--- src/core/dih_map.svh ---
`ifndef DIH_MAP_SVH
`define DIH_MAP_SVH

// Command codes, addresses, CRC constants and accepted banks
`define DIH_CMD_INIT 4'h0
`define DIH_CMD_STATUS 4'h1
`define DIH_CMD_IMPL 16'h3e96
`define DIH_GLOBAL_ADDR 4'h0
`define DIH_EDC_ADDR 4'h0
`define DIH_CRC_SEED 4'ha
`define DIH_CRC_POLY 4'h3
`define DIH_BANK_OK 4'h3

// Data field positions
`define DIH_D_OTP_PROGRAM_ENABLE 7
`define DIH_D_BUS_SWITCH_CLOSE 6
`define DIH_D_BNK_HI 5
`define DIH_D_BNK_LO 4
`define DIH_D_ADDRESS_TO_ASSIGN_HI 3

// Software port
`define DIH_REG_CTRL 4'h0
`define DIH_REG_STATUS 4'h1
`define DIH_REG_ADDR 4'h2
`define DIH_CTRL_RST 8'h00
`define DIH_CTRL_ENH_LONG 0
`define DIH_CTRL_ENH_SHORT 1

// Timing
`define DIH_CLK_MHZ 25
`define DIH_TEST_NS 10000
`define DIH_BLANK_NS 50000
`define DIH_TEST_CYC ((`DIH_TEST_NS * `DIH_CLK_MHZ + 999) / 1000)
`define DIH_BLANK_CYC ((`DIH_BLANK_NS * `DIH_CLK_MHZ + 999) / 1000)
`endif

--- src/core/dih_pkg.sv ---
package dih_pkg;
  typedef enum logic [1:0] {
    FMT_STD_LONG,
    FMT_STD_SHORT,
    FMT_ENH_LONG,
    FMT_ENH_SHORT
  } dih_fmt_t;

  typedef enum logic [1:0] {
    ST_IDLE,
    ST_TEST,
    ST_BLANK,
    ST_DONE
  } dih_state_t;
endpackage : dih_pkg

--- src/core/dih_crc4.sv ---
`timescale 1ns/1ns
`include "dih_map.svh"
module dih_crc4 #(
  parameter logic [3:0] SEED = `DIH_CRC_SEED
) (
  // Message, oldest bit at the top
  input wire logic [15:0] bits,
  input wire logic isShort,
  // Result
  output logic [3:0] crc
);
  logic [3:0] c;
  logic fb;

  // Short frames carry no data byte, so only the low eight bits count
  always_comb begin
    c = SEED;
    fb = 1'b0;
    for (int i = 15; i >= 0; i--) begin
      if (!(isShort && i > 7)) begin
        fb = c[3] ^ bits[i];
        c = {c[2:0], 1'b0} ^ (fb ? `DIH_CRC_POLY : 4'h0);
      end
    end
    crc = c;
  end
endmodule : dih_crc4

--- src/core/dih_init_cmd.sv ---
// The implementer's own choices: strobed register access and the register addresses.
`timescale 1ns/1ns
`include "dih_map.svh"
module dih_init_cmd #(
  parameter int unsigned TEST_CYC = `DIH_TEST_CYC,
  parameter int unsigned BLANK_CYC = `DIH_BLANK_CYC
) (
  // Clock and reset
  input wire logic clk,
  input wire logic arst_n,
  // Decoded frame from the link layer
  input wire logic frameValid,
  input dih_pkg::dih_fmt_t frameFormat,
  input wire logic [3:0] frameCmd,
  input wire logic [3:0] frameAddr,
  input wire logic [7:0] frameData,
  input wire logic [3:0] frameCrc,
  // Fuse mirror
  input wire logic [3:0] otpAddr,
  input wire logic otpAddrProgrammed,
  // Downstream node comparator
  input wire logic busShortHigh,
  // Software port
  input wire logic [3:0] regAddr,
  input wire logic [7:0] regWrData,
  input wire logic regWr,
  input wire logic regRd,
  output logic [7:0] regRdData,
  // Initialization results
  output logic busSwitchClose,
  output logic otpProgramEnable,
  output logic [1:0] bankSel,
  output logic busFaultFlag,
  output logic [3:0] devAddr,
  output logic initDone,
  output logic blanking,
  output logic [3:0] otpEdcAddr,
  // Response for the next transfer
  output logic respSend,
  output logic [15:0] respData,
  output logic [3:0] respCrc,
  // Commands passed on
  output logic statusReq,
  output logic cmdValid,
  output logic [3:0] cmdCode,
  output logic [7:0] cmdData
);
  dih_pkg::dih_state_t state_r;
  logic shortSync1_r, shortSync2_r;
  logic loadDone_r;
  logic [15:0] cnt_r;
  logic [7:0] ctrl_r;
  logic switch_r, busSwitchCloseReq_r, otpEn_r, fault_r, initDone_r;
  logic [1:0] bank_r;
  logic [3:0] addr_r, edcAddr_r;
  logic respPending_r, respSend_r;
  logic [15:0] respData_r;
  logic [3:0] respCrc_r;
  logic statusReq_r, cmdValid_r;
  logic [3:0] cmdCode_r;
  logic [7:0] cmdData_r;
  logic [7:0] rdData_r;

  logic isShortFmt, fmtOk, rxOk, addrOk, bankOk, initTake, cmdTake, statusTake;
  logic [3:0] rxCrc, txCrc, addressToAssign;
  logic [1:0] bankField;
  logic testEnd, faultNow;
  logic [15:0] respNext;

  // Comparator is asynchronous to clk
  always_ff @(posedge clk or negedge arst_n) begin
    if (!arst_n) begin
      shortSync1_r <= 1'b0;
      shortSync2_r <= 1'b0;
    end else begin
      shortSync1_r <= busShortHigh;
      shortSync2_r <= shortSync1_r;
    end
  end

  // Frame checks
  assign isShortFmt = (frameFormat == dih_pkg::FMT_STD_SHORT) || (frameFormat == dih_pkg::FMT_ENH_SHORT);
  dih_crc4 #(.SEED(`DIH_CRC_SEED)) uRxCrc (
    .bits({frameData, frameAddr, frameCmd}),
    .isShort(isShortFmt),
    .crc(rxCrc)
  );
  always_comb begin
    unique case (frameFormat)
      dih_pkg::FMT_STD_LONG: fmtOk = 1'b1;
      dih_pkg::FMT_STD_SHORT: fmtOk = 1'b1;
      dih_pkg::FMT_ENH_LONG: fmtOk = ctrl_r[`DIH_CTRL_ENH_LONG];
      dih_pkg::FMT_ENH_SHORT: fmtOk = ctrl_r[`DIH_CTRL_ENH_SHORT];
    endcase
  end

  // Nothing past this point looks at a field of a frame with a bad CRC
  assign rxOk = frameValid && (rxCrc == frameCrc) && fmtOk && loadDone_r;

  assign addressToAssign = frameData[`DIH_D_ADDRESS_TO_ASSIGN_HI:0];
  assign bankField = frameData[`DIH_D_BNK_HI:`DIH_D_BNK_LO];
  assign bankOk = |(4'(`DIH_BANK_OK) & (4'h1 << bankField));

  // Addressing conditions
  assign addrOk = otpAddrProgrammed ? ((frameAddr == otpAddr) && (addressToAssign == otpAddr))
    : (frameAddr == `DIH_GLOBAL_ADDR);

  assign initTake = rxOk && !initDone_r && (frameCmd == `DIH_CMD_INIT)
    && (frameFormat == dih_pkg::FMT_STD_LONG)
    && addrOk && (addressToAssign != `DIH_GLOBAL_ADDR) && bankOk;
  assign cmdTake = rxOk && initDone_r && (frameAddr == addr_r)
    && (frameCmd != `DIH_CMD_INIT) && |(16'(`DIH_CMD_IMPL) & (16'h0001 << frameCmd));
  assign statusTake = cmdTake && (frameCmd == `DIH_CMD_STATUS)
    && (addr_r != `DIH_GLOBAL_ADDR);

  // Address load after reset release, then assignment
  always_ff @(posedge clk or negedge arst_n) begin
    if (!arst_n) begin
      loadDone_r <= 1'b0;
      addr_r <= `DIH_GLOBAL_ADDR;
    end else if (!loadDone_r) begin
      loadDone_r <= 1'b1;
      addr_r <= otpAddrProgrammed ? otpAddr : `DIH_GLOBAL_ADDR;
    end else if (initTake) begin
      addr_r <= addressToAssign;
    end
  end

  // Error detection of the fuse array never follows the run-time address
  always_ff @(posedge clk or negedge arst_n) begin
    if (!arst_n) begin
      edcAddr_r <= `DIH_EDC_ADDR;
    end else begin
      edcAddr_r <= `DIH_EDC_ADDR;
    end
  end

  // Latched settings
  always_ff @(posedge clk or negedge arst_n) begin
    if (!arst_n) begin
      initDone_r <= 1'b0;
      busSwitchCloseReq_r <= 1'b0;
      otpEn_r <= 1'b0;
      bank_r <= 2'h0;
    end else if (initTake) begin
      initDone_r <= 1'b1;
      busSwitchCloseReq_r <= frameData[`DIH_D_BUS_SWITCH_CLOSE];
      otpEn_r <= frameData[`DIH_D_OTP_PROGRAM_ENABLE];
      bank_r <= bankField;
    end
  end

  // Bus test and blanking sequence
  assign testEnd = (state_r == dih_pkg::ST_TEST) && (cnt_r == 16'(TEST_CYC - 1));
  assign faultNow = fault_r | shortSync2_r;

  always_ff @(posedge clk or negedge arst_n) begin
    if (!arst_n) begin
      state_r <= dih_pkg::ST_IDLE;
      cnt_r <= 16'h0000;
    end else begin
      unique case (state_r)
        dih_pkg::ST_IDLE: begin
          cnt_r <= 16'h0000;
          if (initTake) begin
            state_r <= dih_pkg::ST_TEST;
          end
        end
        dih_pkg::ST_TEST: begin
          cnt_r <= cnt_r + 16'h0001;
          if (testEnd) begin
            cnt_r <= 16'h0000;
            state_r <= (busSwitchCloseReq_r && !faultNow) ? dih_pkg::ST_BLANK : dih_pkg::ST_DONE;
          end
        end
        dih_pkg::ST_BLANK: begin
          cnt_r <= cnt_r + 16'h0001;
          if (cnt_r == 16'(BLANK_CYC - 1)) begin
            state_r <= dih_pkg::ST_DONE;
          end
        end
        dih_pkg::ST_DONE: cnt_r <= 16'h0000;
      endcase
    end
  end

  // Fault is sticky over the whole test window; a short glitch still counts
  always_ff @(posedge clk or negedge arst_n) begin
    if (!arst_n) begin
      fault_r <= 1'b0;
    end else if (state_r == dih_pkg::ST_TEST) begin
      fault_r <= faultNow;
    end
  end

  always_ff @(posedge clk or negedge arst_n) begin
    if (!arst_n) begin
      switch_r <= 1'b0;
    end else if (testEnd) begin
      switch_r <= busSwitchCloseReq_r && !faultNow;
    end
  end

  // Response
  assign respNext = {addr_r, 3'b000, faultNow, otpEn_r, busSwitchCloseReq_r, bank_r, addr_r};
  dih_crc4 #(.SEED(`DIH_CRC_SEED)) uTxCrc (
    .bits(respNext),
    .isShort(1'b0),
    .crc(txCrc)
  );

  always_ff @(posedge clk or negedge arst_n) begin
    if (!arst_n) begin
      respData_r <= 16'h0000;
      respCrc_r <= 4'h0;
    end else if (testEnd) begin
      respData_r <= respNext;
      respCrc_r <= txCrc;
    end
  end

  // One attempt, in the transfer that follows
  always_ff @(posedge clk or negedge arst_n) begin
    if (!arst_n) begin
      respPending_r <= 1'b0;
      respSend_r <= 1'b0;
    end else begin
      respSend_r <= frameValid && respPending_r;
      if (testEnd) begin
        respPending_r <= 1'b1;
      end else if (frameValid) begin
        respPending_r <= 1'b0;
      end
    end
  end

  // Accepted commands for the rest of the device; status data is not passed
  always_ff @(posedge clk or negedge arst_n) begin
    if (!arst_n) begin
      cmdValid_r <= 1'b0;
      statusReq_r <= 1'b0;
      cmdCode_r <= 4'h0;
      cmdData_r <= 8'h00;
    end else begin
      cmdValid_r <= cmdTake && (frameCmd != `DIH_CMD_STATUS);
      statusReq_r <= statusTake;
      if (cmdTake) begin
        cmdCode_r <= frameCmd;
        cmdData_r <= (frameCmd == `DIH_CMD_STATUS) ? 8'h00 : frameData;
      end
    end
  end

  // Software port
  always_ff @(posedge clk or negedge arst_n) begin
    if (!arst_n) begin
      ctrl_r <= `DIH_CTRL_RST;
    end else if (regWr && regAddr == `DIH_REG_CTRL) begin
      ctrl_r <= {6'h00, regWrData[1:0]};
    end
  end

  always_ff @(posedge clk or negedge arst_n) begin
    if (!arst_n) begin
      rdData_r <= 8'h00;
    end else if (regRd) begin
      unique case (regAddr)
        `DIH_REG_CTRL: rdData_r <= ctrl_r;
        `DIH_REG_STATUS: rdData_r <= {1'b0, bank_r, otpEn_r, blanking, switch_r, fault_r, initDone_r};
        `DIH_REG_ADDR: rdData_r <= {4'h0, addr_r};
        default: rdData_r <= 8'h00;
      endcase
    end else begin
      rdData_r <= 8'h00;
    end
  end

  // Outputs
  assign regRdData = rdData_r;
  assign busSwitchClose = switch_r;
  assign otpProgramEnable = otpEn_r;
  assign bankSel = bank_r;
  assign busFaultFlag = fault_r;
  assign devAddr = addr_r;
  assign initDone = initDone_r;
  assign blanking = (state_r == dih_pkg::ST_BLANK);
  assign otpEdcAddr = edcAddr_r;
  assign respSend = respSend_r;
  assign respData = respData_r;
  assign respCrc = respCrc_r;
  assign statusReq = statusReq_r;
  assign cmdValid = cmdValid_r;
  assign cmdCode = cmdCode_r;
  assign cmdData = cmdData_r;

  // Checks
  logic [15:0] blankLen_r;
  always_ff @(posedge clk or negedge arst_n) begin
    if (!arst_n) begin
      blankLen_r <= 16'h0000;
    end else begin
      blankLen_r <= blanking ? blankLen_r + 16'h0001 : 16'h0000;
    end
  end
endmodule : dih_init_cmd

--- config.mk ---
export PLATFORM = sky130hd
export DESIGN_NAME = dih_init_cmd
export DESIGN_NICKNAME = d
export VERILOG_FILES = /design/src/core/dih_pkg.sv /design/src/core/dih_crc4.sv /design/src/core/dih_init_cmd.sv
export VERILOG_INCLUDE_DIRS = /design/src /design/src/core
export SDC_FILE = /design/constraint.sdc
export NUM_CORES = 1
export LEC_CHECK = 0
export BUFFER_PORTS_ARGS = -buffer_cell sky130_fd_sc_hd__buf_2
export CELL_PAD_IN_SITES_DETAIL_PLACEMENT = 1
export CELL_PAD_IN_SITES_GLOBAL_PLACEMENT = 1
export CORE_MARGIN = 2
export CORE_UTILIZATION = 40
export DETAILED_ROUTE_END_ITERATION = 8
export PLACE_DENSITY_LB_ADDON = 0.2
export SYNTH_ARGS = -nofsm -noshare
export SYNTH_HDL_FRONTEND = slang
export SYNTH_HIERARCHICAL = 1
export SYNTH_SLANG_ARGS = --single-unit
--- constraint.sdc ---
create_clock -name clk -period 5.5 [get_ports clk]
set_clock_uncertainty 0.1 [all_clocks]
set_input_delay 1.375 -clock clk [delete_from_list [all_inputs] [get_ports clk]]
set_output_delay 1.375 -clock clk [all_outputs]
set_load 0.005 [all_outputs]
==> metrics.cfg <==
[synth]
synthCells = 352
synth_warnings = 6
ys_seq_area_share_pct = 44.6
avgSynthCellArea_um2 = 11.2
synth_area_leader_cell = dfrtp_1
synth_area_leaders = dfrtp_1 45%, mux2_2 9.2%, xnor2_1 8.7%
ys_seq_elements = 70
netlist_area_um2 = 3930
synth_edf_count = 0
synth_cell_types = 49
synth_top_flop_cell = dfrtp_1
asyncSetResetFlopFracSynth_pct = 100
netlist.area_leader.share_pct = 44.6

[power]
p_int_w = 0.000871
sequentialPowerShare_pct = 46.5
power.switching_w = 0.000292
p_leak_nw = 2.35
powerDensity_nw_per_um2 = 249
vdd_drop_max_mv = 0.102
swShare_pct = 25.1
pwr-share-clk_pct = 38.2
power_frac_comb_pct = 15.3
finalPower_w = 0.00116

[clock_tree]
cts.htree.levels = 3
cts-buffers-inserted = 9
cts.sinks = 70
cts_hold_buffers = 0
clk_path_buf_depth = 2
tritoncts = built
clock_latency_ps = 360
post_cts_resized = 0
path_clk_slew_ps = 80
cts_setup_buffers = 0
root_buffer = clkbuf_8

[critical_path]
rr_worst_depth = 7
required_ps = 5640
rrSetupSlack_ps = 2430
crit_path_end = devAddr[3]
path_max_fanout = 10
crit_arrival_ps = 4700
startpoint = frameData[5]
r2r-start = cnt_r[1]
r2r-end = cnt_r[9]
critical_path_class = primary input to flop
startpoint_type = primary input
endpoint_kind = flop

[final_layout]
fin_util_pct = 48.5
diodes = 0
nNetsFinal = 500
n_fill_cell = 1128
synthToLayoutAreaGrowth_pct = 18.9
mostFrequentLayoutCells = 88 x buf_2, 70 x dfrtp_1, 42 x nor2_1
drive_above_1_share_pct = 31.9
final_common_cell = buf_2

[floorplanning]
die-area_um2 = 10600
die_w_um = 103
die_y_um = 103
coreArea_um2 = 9640
floorplan.initialDensity_pct = 40.8
num_io_pins = 103
placement_rows = 36

[sta]
setup_viol = 0
finalMaxSlewViolations = 0
hold_violations = 0
fin_crit_sh_pct = 83.0
rsz0062_at_grt = no
tightest_slew_ps = 1070
slew_headroom_pct = 28.4
setup_tns_ps = 0
max_freq_ghz = 0.219
period_needed_ps = 4560

[grt]
grt_pass1_vias = 3050
busiest_layer = met2
use_met1_pct = 24.3
grt_pass1_wl_um = 15300
gr-usage-all-layers_pct = 19.2
grtUsageMet2_pct = 32.7
globalRouteMet3Util_pct = 3.19
grt_max_degree = 48
grt-ovfl-total = 0
grt_antenna_before_repair = 0

[detailed_routing]
vias_per_cell = 4.94
routed_wl_um = 9520
drt_iter0_markers = 26
drcViolationCount = 0
num_vias = 2888
wl_per_cell_um = 16.3
detail_route.first_pass.iterations = 4
ant_nets = 0

[place]
hpwl_um = 7190
io_buffers = 88
gp_congestion = 0.852

[run]
maxCapViolations = 0

[hold_path]
hold_path_class = flop to flop

[run_status]
outcome = finished clean

-- cells in the mapped netlist, drive strengths merged (2+ instances only) --
library cell and count:
a21oi 6, a22oi 2, nand3 9, nor4 4, ha 7, mux2i 7, nor2 42, xnor3 8
nand2 14, and3 3, xnor2 39, and2 4, nand4 6, conb 2, a22o 3, nor4b 2
clkbuf 2, nor2b 12, o41ai 4, or3 6, or2 2, inv 10, mux2 33, dfrtp 70
xor2 18, buf 17, o21ai 7
-- critical path, cell delays in order --
cell and delay [ps]:
buf_2 130, xnor3_2 450, xnor3_1 340, nor2_1 100, xnor3_1 410, xor2_1 150
a2111oi_0 350, and4_1 280, and4bb_1 540, mux2_2 400, a22o_1 170
-- cell families after synthesis --
kind of cell | Yosys count | synth area share, %
xor+xnor | 65 | 17.3
other cells | 2 | 0.191
fa+ha+maj | 7 | 2.23
buf+inv | 29 | 4.33
mux | 40 | 11.4
compound gates | 27 | 5.12
simple gates | 112 | 14.8
flops | 70 | 44.6
-- metrics by stage --
stage / cells / area (µm²) / setup WS (ps) / hold WS (ps)
2_1_floorplan: 366 / 3980 / 1160 / 231
3_3_place_gp: 570 / 4470 / 573 / 285
3_5_place_dp: 570 / 4470 / 556 / 308
4_1_cts: 585 / 4680 / 921 / 311
5_1_grt: 585 / 4680 / 700 / 310
6_report: 585 / 4680 / 935 / 293
-- state kept, by name (all words and copies together), names as in the netlist, 4 cells and up --
register and flops:
cnt_r 16, cmdCode 4, devAddr 4, respData 9, regRdData 7, cmdData 8, respCrc 4
-- power groups by stage --
stage               registers (W)  logic (W)  clock network (W)
global placement         0.000551   0.000174                  0
floorplan                0.000545   0.000132                  0
CTS                      0.000541   0.000181           0.000455
finish                   0.000540   0.000179           0.000444
detailed placement       0.000551   0.000179                  0
global route             0.000542   0.000200           0.000475
-- per-layer routing --
layer | part of all wire, % | up-vias
met5 | 0 | -
met4 | 1.8 | 0
met3 | 4.0 | 11
met2 | 50 | 68
met1 | 44 | 1444
li1 | - | 1365
-- layout make-up --
class	count	area, µm²	area share [%]
tap	133	166	3.56
inverter	10	37.5	0.803
multi-input combinational	267	2060	44.1
timing repair buffer	90	455	9.74
clock inverter	5	75.1	1.61
sequential	70	1750	37.5
clock buffer	10	128	2.73
-- worst min path at each step --
stage | startpoint | to | slack, ps | cells past startpoint
3_3_place_gp | shortSync1_r | shortSync2_r | 280 | 0
6_report | shortSync1_r | shortSync2_r | 290 | 0
3_5_place_dp | shortSync1_r | shortSync2_r | 310 | 0
5_1_grt | shortSync1_r | shortSync2_r | 310 | 0
2_1_floorplan | shortSync1_r | shortSync2_r | 230 | 0
4_1_cts | shortSync1_r | shortSync2_r | 310 | 0
Power figures use the tool's default switching activity.
